==> config.mk <==
export PLATFORM = sky130hd
export DESIGN_NAME = rcsc_top
export DESIGN_NICKNAME = d
export VERILOG_FILES = /design/src/design/rcsc_pkg.sv /design/src/design/rcsc_top.sv /design/src/design/rcsc_timer.sv
export SDC_FILE = /design/constraint.sdc
export NUM_CORES = 1
export LEC_CHECK = 0
export ABC_AREA = 1
export BUFFER_PORTS_ARGS = -buffer_cell sky130_fd_sc_hd__buf_4
export CAP_MARGIN = 40
export CORE_MARGIN = 3
export CORE_UTILIZATION = 58
export CTS_CLUSTER_SIZE = 25
export DETAILED_ROUTE_END_ITERATION = 10
export GPL_ROUTABILITY_DRIVEN = 0
export PLACE_DENSITY = 0.95
export SYNTH_ARGS = -nofsm -noshare
export SYNTH_HDL_FRONTEND = slang
export SYNTH_SLANG_ARGS = --single-unit
==> constraint.sdc <==
create_clock -name i_clk -period 4.1 [get_ports i_clk]
set_input_delay 0 -clock i_clk [delete_from_list [all_inputs] [get_ports i_clk]]
set_output_delay 0 -clock i_clk [all_outputs]
set_load 0.05 [all_outputs]
==> src/design/rcsc_pkg.sv <==
// Contract
// - interrupt wake resumes at pc plus 2 unless priority above cpu level
// - illegal opcode or uninitialized pointer use resets and sets its flag
// - config word mismatch or parity error resets and sets its flag
// - second trap before first cleared gives trap conflict reset and flag
// - stack error is a soft trap to vector 000Ah, never a reset
// - brown-out reset is active whenever the regulator is enabled
// - any reset returns registers to one default, reset-control excepted
// - wake from power saving leaves register contents unchanged
// - power-on or brown-out holds reset 64 ms, or 10 us with regulator
// - extra regulator settle delay when regulator standby keep bit clear
// - then wait oscillator start-up and pll lock when pll enabled
// - master clear input always resets, never a general input
// - status flags are active high, set when their event occurs
// - ten flags in reset control, stack error in interrupt control one
// - separate sleep and idle flags record power saving entry
package rcsc_pkg;

  // ****************************************
  // reset control register bit positions
  // ****************************************
  localparam int RCB_POR    = 0;
  localparam int RCB_BROWN  = 1;
  localparam int RCB_IDLE   = 2;
  localparam int RCB_SLEEP  = 3;
  localparam int RCB_WDTO   = 4;
  localparam int RCB_SWR    = 5;
  localparam int RCB_EXTR   = 6;
  localparam int RCB_CFGMIS = 9;
  localparam int RCB_IOP    = 14;
  localparam int RCB_TRAP   = 15;
  localparam int RCB_STBY   = 8;
  localparam logic [15:0] RSTCTL_RST   = 16'h0000;
  localparam logic [15:0] RSTCTL_FLAGS = 16'hC27F;  // sticky status flags

  // ****************************************
  // vectors and timing
  // ****************************************
  localparam logic [22:0] RESET_VECTOR = 23'h000000;
  localparam logic [22:0] STACK_VECTOR = 23'h00000A;
  localparam logic [22:0] PC_STEP      = 23'h000002;
  localparam int CLK_HZ           = 25000000;
  localparam int PWRT_MS          = 64;
  localparam int VREG_US          = 10;
  localparam int PWRT_CYC         = PWRT_MS * (CLK_HZ / 1000);
  localparam int VREG_CYC         = (VREG_US * (CLK_HZ / 1000) + 999) / 1000;
  localparam int CNT_W            = 32;

  typedef enum logic [4:0] {
    ST_HOLD  = 5'b00001,
    ST_SETTL = 5'b00010,
    ST_OSC   = 5'b00100,
    ST_PLL   = 5'b01000,
    ST_RUN   = 5'b10000
  } rcsc_state_t;

endpackage : rcsc_pkg

==> src/design/rcsc_top.sv <==
`timescale 1ns/1ps
module rcsc_top
  import rcsc_pkg::*;
#(
  parameter int PWRT_CYCLES = PWRT_CYC,
  parameter int VREG_CYCLES = VREG_CYC
)(
  input  wire logic        i_clk,
  input  wire logic        i_arst_n,
  input  wire logic        i_por,            // power-on event pulse (pin)
  input  wire logic        i_brownout,       // supply below threshold (pin)
  input  wire logic        i_master_clear_input_n, // external clear pin
  input  wire logic        i_regulator_en,
  input  wire logic        i_pll_en,
  input  wire logic        i_osc_ready,      // pin
  input  wire logic        i_pll_lock,       // pin
  input  wire logic        i_sw_reset,       // core pulses
  input  wire logic        i_wdt_timeout,
  input  wire logic        i_illegal_op,
  input  wire logic        i_uninit_ptr,
  input  wire logic        i_cfg_mismatch,
  input  wire logic        i_cfg_parity_err,
  input  wire logic        i_trap_event,
  input  wire logic        i_trap_clear,
  input  wire logic        i_stack_err,
  input  wire logic        i_enter_sleep,
  input  wire logic        i_enter_idle,
  input  wire logic        i_wake_irq,
  input  wire logic [2:0]  i_irq_prio,
  input  wire logic [2:0]  i_cpu_prio,
  input  wire logic [22:0] i_pc,
  input  wire logic [22:0] i_irq_vector,
  input  wire logic        i_rst_ctl_we,     // software write of the register
  input  wire logic [15:0] i_rst_ctl_wdata,
  input  wire logic        i_stack_flag_clr, // software writes zero
  output logic [15:0]      o_reset_control_register,
  output logic             o_stack_error_flag,
  output logic             o_core_reset,
  output logic             o_sfr_reset,      // returns other registers to default
  output logic             o_pc_load,
  output logic [22:0]      o_pc_value,
  output logic             o_brownout_reset
);
  logic [1:0] rst_sync;
  logic       rst_n;
  logic [1:0] s_por, s_brown, s_clr_pin, s_osc, s_pll;
  logic       por_s, brown_s, clr_pin_n_s, osc_s, pll_s;
  logic       trap_pending;
  rcsc_state_t state, next_state;
  logic       tmr_load;
  logic [CNT_W-1:0] tmr_val;
  logic       tmr_done;
  logic [15:0] rst_ctl;
  logic       stack_flag;
  logic       asleep;
  logic       pc_load;
  logic [22:0] pc_value;

  // ****************************************
  // reset release and pin synchronisers
  // ****************************************
  always_ff @(posedge i_clk or negedge i_arst_n)
  begin
    if (!i_arst_n)
    begin
      rst_sync <= 2'h0;
      s_por    <= 2'h0;
      s_brown  <= 2'h0;
      s_clr_pin <= 2'h3;
      s_osc    <= 2'h0;
      s_pll    <= 2'h0;
    end
    else
    begin
      rst_sync <= {rst_sync[0], 1'b1};
      s_por    <= {s_por[0], i_por};
      s_brown  <= {s_brown[0], i_brownout};
      s_clr_pin <= {s_clr_pin[0], i_master_clear_input_n};
      s_osc    <= {s_osc[0], i_osc_ready};
      s_pll    <= {s_pll[0], i_pll_lock};
    end
  end
  assign rst_n    = rst_sync[1];
  assign por_s    = s_por[1];
  assign brown_s  = s_brown[1] && i_regulator_en;
  assign clr_pin_n_s = s_clr_pin[1];

  assign osc_s    = s_osc[1];
  assign pll_s    = s_pll[1];

  // ****************************************
  // reset causes
  // ****************************************
  wire ev_iop   = i_illegal_op || i_uninit_ptr;
  wire ev_cfg   = i_cfg_mismatch || i_cfg_parity_err;
  wire ev_trap  = i_trap_event && trap_pending;
  wire ev_clr   = !clr_pin_n_s;                           // pin always a reset
  wire ev_power = por_s || brown_s;
  // stack error is deliberately absent: it is a trap only
  wire ev_any   = ev_power || ev_clr || i_sw_reset || i_wdt_timeout ||
                  ev_iop || ev_cfg || ev_trap;
  // wdt in sleep or idle wakes instead of resetting
  wire wdt_wake = i_wdt_timeout && asleep;
  wire do_reset = ev_any && !(wdt_wake && !(ev_power || ev_clr || i_sw_reset ||
                  ev_iop || ev_cfg || ev_trap));

  // ****************************************
  // first trap pending tracker
  // ****************************************
  always_ff @(posedge i_clk or negedge rst_n)
  begin
    if (!rst_n)
      trap_pending <= 1'b0;
    else if (do_reset)
      trap_pending <= 1'b0;
    else if (i_trap_event || i_stack_err)
      trap_pending <= 1'b1;              // a new trap wins over a clear
    else if (i_trap_clear)
      trap_pending <= 1'b0;
  end

  // ****************************************
  // flag register: sets beat software clears
  // ****************************************
  logic [15:0] set_mask;
  logic [15:0] clr_mask;
  always_comb
  begin
    set_mask = 16'h0000;
    set_mask[RCB_POR]   = por_s;
    set_mask[RCB_BROWN] = brown_s;
    set_mask[RCB_EXTR]  = ev_clr;
    set_mask[RCB_SWR]   = i_sw_reset;
    set_mask[RCB_WDTO]  = i_wdt_timeout;
    set_mask[RCB_IOP]   = ev_iop;
    set_mask[RCB_CFGMIS] = ev_cfg;
    set_mask[RCB_TRAP]  = ev_trap;
    set_mask[RCB_SLEEP] = i_enter_sleep;
    set_mask[RCB_IDLE]  = i_enter_idle;
    // software writes only clear flags; the standby bit is a plain control
    clr_mask = (i_rst_ctl_we ? ~i_rst_ctl_wdata : 16'h0000) & RSTCTL_FLAGS;
  end

  // flags survive wake-ups and resets other than the asynchronous one
  always_ff @(posedge i_clk or negedge rst_n)
  begin
    if (!rst_n)
      rst_ctl <= RSTCTL_RST;
    else
    begin
      rst_ctl <= ((rst_ctl & ~clr_mask) | set_mask) & (RSTCTL_FLAGS | 16'h0100);
      if (i_rst_ctl_we)
        rst_ctl[RCB_STBY] <= i_rst_ctl_wdata[RCB_STBY];
    end
  end

  // stack error flag in interrupt control one, set wins
  always_ff @(posedge i_clk or negedge rst_n)
  begin
    if (!rst_n)
      stack_flag <= 1'b0;
    else if (i_stack_err)
      stack_flag <= 1'b1;
    else if (i_stack_flag_clr || do_reset)
      stack_flag <= 1'b0;
  end

  // power-saving state kept apart from the sleep and idle flags, which only software clears
  always_ff @(posedge i_clk or negedge rst_n)
  begin
    if (!rst_n)
      asleep <= 1'b0;
    else if (do_reset)
      asleep <= 1'b0;
    else if (i_enter_sleep || i_enter_idle)
      asleep <= 1'b1;
    else if (i_wake_irq || wdt_wake)
      asleep <= 1'b0;
  end

  // ****************************************
  // start-up sequencer
  // ****************************************
  wire [CNT_W-1:0] pwr_dly = PWRT_CYCLES[CNT_W-1:0];
  wire [CNT_W-1:0] reg_dly = VREG_CYCLES[CNT_W-1:0];
  // a power event arms the hold for the present regulator setting, from any state
  assign tmr_val  = (do_reset && ev_power && !i_regulator_en) ? pwr_dly : reg_dly;
  assign tmr_load = (do_reset && ev_power) || (state == ST_HOLD && tmr_done &&
                    !rst_ctl[RCB_STBY] && i_regulator_en);

  rcsc_timer #(
    .W (CNT_W)
  ) u_timer (
    .i_clk   (i_clk),
    .i_rst_n (rst_n),
    .i_load  (tmr_load),
    .i_value (tmr_val),
    .o_done  (tmr_done)
  );

  always_comb
  begin
    next_state = state;
    case (state)
      ST_HOLD:
        if (tmr_done)
          next_state = (!rst_ctl[RCB_STBY] && i_regulator_en) ? ST_SETTL : ST_OSC;
      ST_SETTL:
        if (tmr_done)
          next_state = ST_OSC;
      ST_OSC:
        if (osc_s)
          next_state = i_pll_en ? ST_PLL : ST_RUN;
      ST_PLL:
        if (pll_s)
          next_state = ST_RUN;
      ST_RUN:
        next_state = ST_RUN;
      default:
        next_state = ST_HOLD;
    endcase
    if (do_reset)
      next_state = ev_power ? ST_HOLD : ST_OSC;
  end

  always_ff @(posedge i_clk or negedge rst_n)
  begin
    if (!rst_n)
      state <= ST_HOLD;
    else
      state <= next_state;
  end

  // power-on path also needs the hold timer armed at release
  // (timer starts at zero, so a first hold is covered by loading on por)

  // ****************************************
  // program counter steering
  // ****************************************
  wire wake     = (i_wake_irq && asleep) || wdt_wake;
  wire irq_take = i_wake_irq && (i_irq_prio > i_cpu_prio);
  always_ff @(posedge i_clk or negedge rst_n)
  begin
    if (!rst_n)
    begin
      pc_load  <= 1'b0;
      pc_value <= RESET_VECTOR;
    end
    else
    begin
      pc_load <= do_reset || wake || i_stack_err;
      if (do_reset)
        pc_value <= RESET_VECTOR;
      else if (i_stack_err)
        pc_value <= STACK_VECTOR;
      else if (wake)
        pc_value <= irq_take ? i_irq_vector : i_pc + PC_STEP;
    end
  end

  // ****************************************
  // outputs
  // ****************************************
  assign o_reset_control_register = rst_ctl;
  assign o_stack_error_flag       = stack_flag;
  assign o_core_reset             = (state != ST_RUN) || ev_clr;
  assign o_sfr_reset              = do_reset;             // wake never clears
  assign o_pc_load                = pc_load;
  assign o_pc_value               = pc_value;
  assign o_brownout_reset         = brown_s;
endmodule : rcsc_top

==> src/design/rcsc_timer.sv <==
`timescale 1ns/1ps
// one-shot down counter: load then counts to zero, done while zero
module rcsc_timer
  import rcsc_pkg::*;
#(
  parameter int W = CNT_W
)(
  input  wire logic         i_clk,
  input  wire logic         i_rst_n,
  input  wire logic         i_load,
  input  wire logic [W-1:0] i_value,
  output logic              o_done
);
  logic [W-1:0] cnt;

  // ****************************************
  // counter
  // ****************************************
  always_ff @(posedge i_clk or negedge i_rst_n)
  begin
    if (!i_rst_n)
      cnt <= '0;
    else if (i_load)
      cnt <= i_value;
    else if (cnt != '0)
      cnt <= cnt - {{(W-1){1'b0}}, 1'b1};
  end

  // plain zero test: a done that looked at load would loop back through the load decision
  assign o_done = (cnt == '0);
endmodule : rcsc_timer

==> flow_summary.toml <==
[clocking]
postCtsSetupRepairBufs = 0
clock_slew_at_reported_path_ffs_ns = 0.11
post_cts.resized_instances = 0
cts_hold_buf = 57
worstSkewPairLatency_ns = 0.37
numClockSinks = 87
tritoncts = "built"
tritoncts.num_buffers = 9
clock_tree.root_cell = "sky130_fd_sc_hd__clkbuf_8"
htreeDepth = 3
cts-root-to-sink-buffers = 2

[timing]
worstMarginPinSlew_ns = 0.633
worst_slack_setup_final_ns = 1.57
final.setup.tns_ns = 0
timing_hold_violations_final = 0
timing.final.crit_share_pct = 61.6
fin_worst_skew_ns = 0.0183
finalSetupViolCount = 0
timing.fmax_mhz = 396
grt_setup_unrepaired = "false"
report.final.slew_viol_count = 0
slew_headroom_pct = 57.8
finalWorstPathRequiredPeriod_ns = 2.53

[placed_design]
dp_hpwl_um = 10900
placed_area_mm2 = 0.00631
place.port_buffers = 124
placement.setup.worst_slack_ns = 1.97
dpl.cell_count = 946

[final_layout]
insertedDiodeCount = 0
syn_to_final_growth_pct = 33.8
nets = 1003
final_common_cell = "sky130_fd_sc_hd__nand2_1"
post_layout_cell_count = 1019
filler_cell_count = 495
final_cell_mix = "185 x sky130_fd_sc_hd__nand2_1, 126 x sky130_fd_sc_hd__nor2_1, 126 x sky130_fd_sc_hd__buf_4, 83 x sky130_fd_sc_hd__dfrtp_1, 73 x sky130_fd_sc_hd__inv_1"
stdcell_area_mm2 = 0.00709
drive_gt1_share_pct = 22.5

[worst_setup_path]
cp.arrival_ns = 2.83
timing.reg2reg.worst_path_depth = 9
reg2reg_from = "asleep"
cpMaxStageDelayCell = "sky130_fd_sc_hd__dlygate4sd3_1"
timing.critical_path.required_ns = 4.41
slowest_delay_ns = 0.58
cells_along_the_critical_path = "inv_1 -> nand2_1 -> nand3_1 -> nor3_4 -> nand3_4 -> nor2_1 -> o21ai_1 -> dlygate4sd3_1 -> nand2_1"
critical_path.top_delay_family = "simple AND/OR/NAND/NOR gates"
regToRegSetupSlack_ns = 1.57
critical_path_endpoint_category = "flip-flop"
setup.worst_path.start_class = "flip-flop"
rr_endpoint = "o_pc_value[15]"
path_max_fanout = 17
path_common_cell = "sky130_fd_sc_hd__nand2_1"
path_buf_inv = 2
critPathKind = "flip-flop to flip-flop"

[synth]
main_combinational_cell_family_by_area_after_synthesis = "simple AND/OR/NAND/NOR gates"
syn_avg_cell_area_um2 = 7.33
ys_ff_latch = 87
synthesis.instances = 722
post_synth_fa_ha_maj_area_fraction_pct = 1.42
synthesized_area_mm2 = 0.00530
synth_xor_area_share_pct = 4.30
synthMuxAreaShare_pct = 0
synthSimpleGateAreaFrac_pct = 38.4
yosys.cell_types.count = 39
synth_compound_gate_area_share_pct = 6.64
synth_sequential_area_ratio_pct = 41.2
yosys_warnings = 0

[power]
ir_worst_vdd_mv = 0.183
clock_power_share_pct = 32.2
power_frac_seq_pct = 45.6
power.combinational.fraction_pct = 22.2
internal_power_mw = 1.37
power_leakage_nw = 3.68
switchingPower_mw = 0.661
power_density_mw_per_mm2 = 286
switching_share_pct = 32.5

[drt]
wl_um = 18500
detailedRoute.firstPassIterationCount = 10
detail_route.iter0.violations = 594
number_of_vias_in_the_routed_layout = 6033
drtAntennaViolNets = 0
detail_route.drc_violations = 1
post_drt_wl_per_cell_um = 18.2
viasPerCell = 5.92

[die]
io_pins = 135
floorplan.core_area_mm2 = 0.00881
start_util_pct = 60.1
die_y_extent_um = 102
fp.dieArea_mm2 = 0.0103
number_of_placement_rows = 34
die_width_um = 102

[min_path]
timing.hold.worst.class = "input pin to async pin"

[job]
cap_viol_max_count = 0

[global_routing]
grt_start_max_net_pins = 51
grt_pass1_wl_um = 29500
grt_usage_pct = 36.8
grt_antenna_before_repair = 0
gr-total-overflow = 0
grt_pass1_vias = 6212

[run_status]
run_status = "finished with violations"
failing_checks = "design-rule violations"
==> per-layer routing <==
metal / global-route usage (%) / vias to the layer above / routed length, um
met4: 27.4 / 0 / 1450
met3: 6.61 / 140 / 1760
met2: 63.5 / 485 / 9160
li1: - / 2645 / -
met1: 40.1 / 2763 / 6180
met5: 0 / - / 0
==> cells in the mapped netlist, drive strengths merged <==
cell type  number  area [um2]
a21oi          15        82.6
a31o            1        8.76
a31oi           1        6.26
buf            14         119
clkbuf          2        8.75
conb            2        7.51
dfrtp          84        2100
dfstp           3        78.8
ha              6        75.1
inv            78         293
nand2         206         850
nand3          50         295
nand3b          4        30.0
nand4          13        81.3
nor2          138         563
nor3           28         188
o211ai          5        37.5
o21a            1        7.51
o21ai          39         195
o22ai           1        6.26
o31ai           1        7.51
or2             4        25.0
xnor2           7        61.3
xor2           19         166
==> cells by family (layout without fill, tap and decap cells) <==
logic type	count (synthesis)	count (layout)
AOI/OAI and AO/OA	64	64
xor gates and xnor gates	26	26
adders and majority gates	6	6
buffers and inverters	94	279
DFF	87	87
other	2	6
and+or+nand+nor	443	443
==> state kept, by name (all words and copies together) (netlist names) <==
register                  count
trap_pending                  1
asleep                        1
state                         5
o_reset_control_register     11
s_pll                         2
s_clr_pin                     2
o_pc_value                   23
o_pc_load                     1
s_por                         2
s_brown                       2
u_timer.cnt                  32
rst_sync                      2
s_osc                         2
o_stack_error_flag            1
==> how the worst max path moves through the flow <==
| stage | startpoint | end | slack (ns) | cells after the start |
|---|---|---|---|---|
| after CTS | s_clr_pin[1] | o_pc_value[19] | 1.74 | 7 |
| after detailed placement | s_clr_pin[1] | o_pc_value[19] | 1.97 | 7 |
| final | asleep | o_pc_value[15] | 1.57 | 9 |
| after global placement | s_clr_pin[1] | o_pc_value[21] | 1.75 | 6 |
| after floorplan | rst_sync[1] | asleep | 1.80 | 0 |
| after global routing | asleep | o_pc_value[15] | 1.45 | 9 |
==> stage by stage <==
stage / hold WS, ns / util (%) / power [mW]
final: 0.00886 / 80.5 / 2.03
after global routing: 0.0173 / 80.5 / 2.09
after CTS: 0.000939 / 80.5 / 1.97
after detailed placement: -0.152 / 71.7 / 1.31
after global placement: -0.156 / 71.2 / 1.30
after floorplan: -0.296 / - / 1.17
==> worst reg2reg max path, delay by kind of cell (launching register included) <==
family,cells,cell delay (ns)
AOI/OAI and AO/OA,1,0.09
buffers and inverters,2,0.66
DFF,1,0.39
and+or+nand+nor,6,1.33
==> power by group through the flow <==
stage          Combinational, mW  Clock [mW]  Sequential [mW]
2_1_floorplan              0.208           0            0.961
3_3_place_gp               0.353           0            0.943
3_5_place_dp               0.378           0            0.936
4_1_cts                    0.420       0.635            0.920
5_1_grt                    0.480       0.679            0.929
6_report                   0.450       0.654            0.926
==> area by class of cell <==
cell class,count,area (um2),area share (%)
Multi-Input combinational cell,545,2710,38.2
Clock buffer,11,141,2.00
Tap cell,108,135,1.91
Inverter,78,293,4.13
Sequential cell,87,2180,30.8
Clock inverter,5,65.1,0.918
Timing Repair Buffer,185,1560,22.0
No activity file was read; power rests on OpenSTA's default activity.
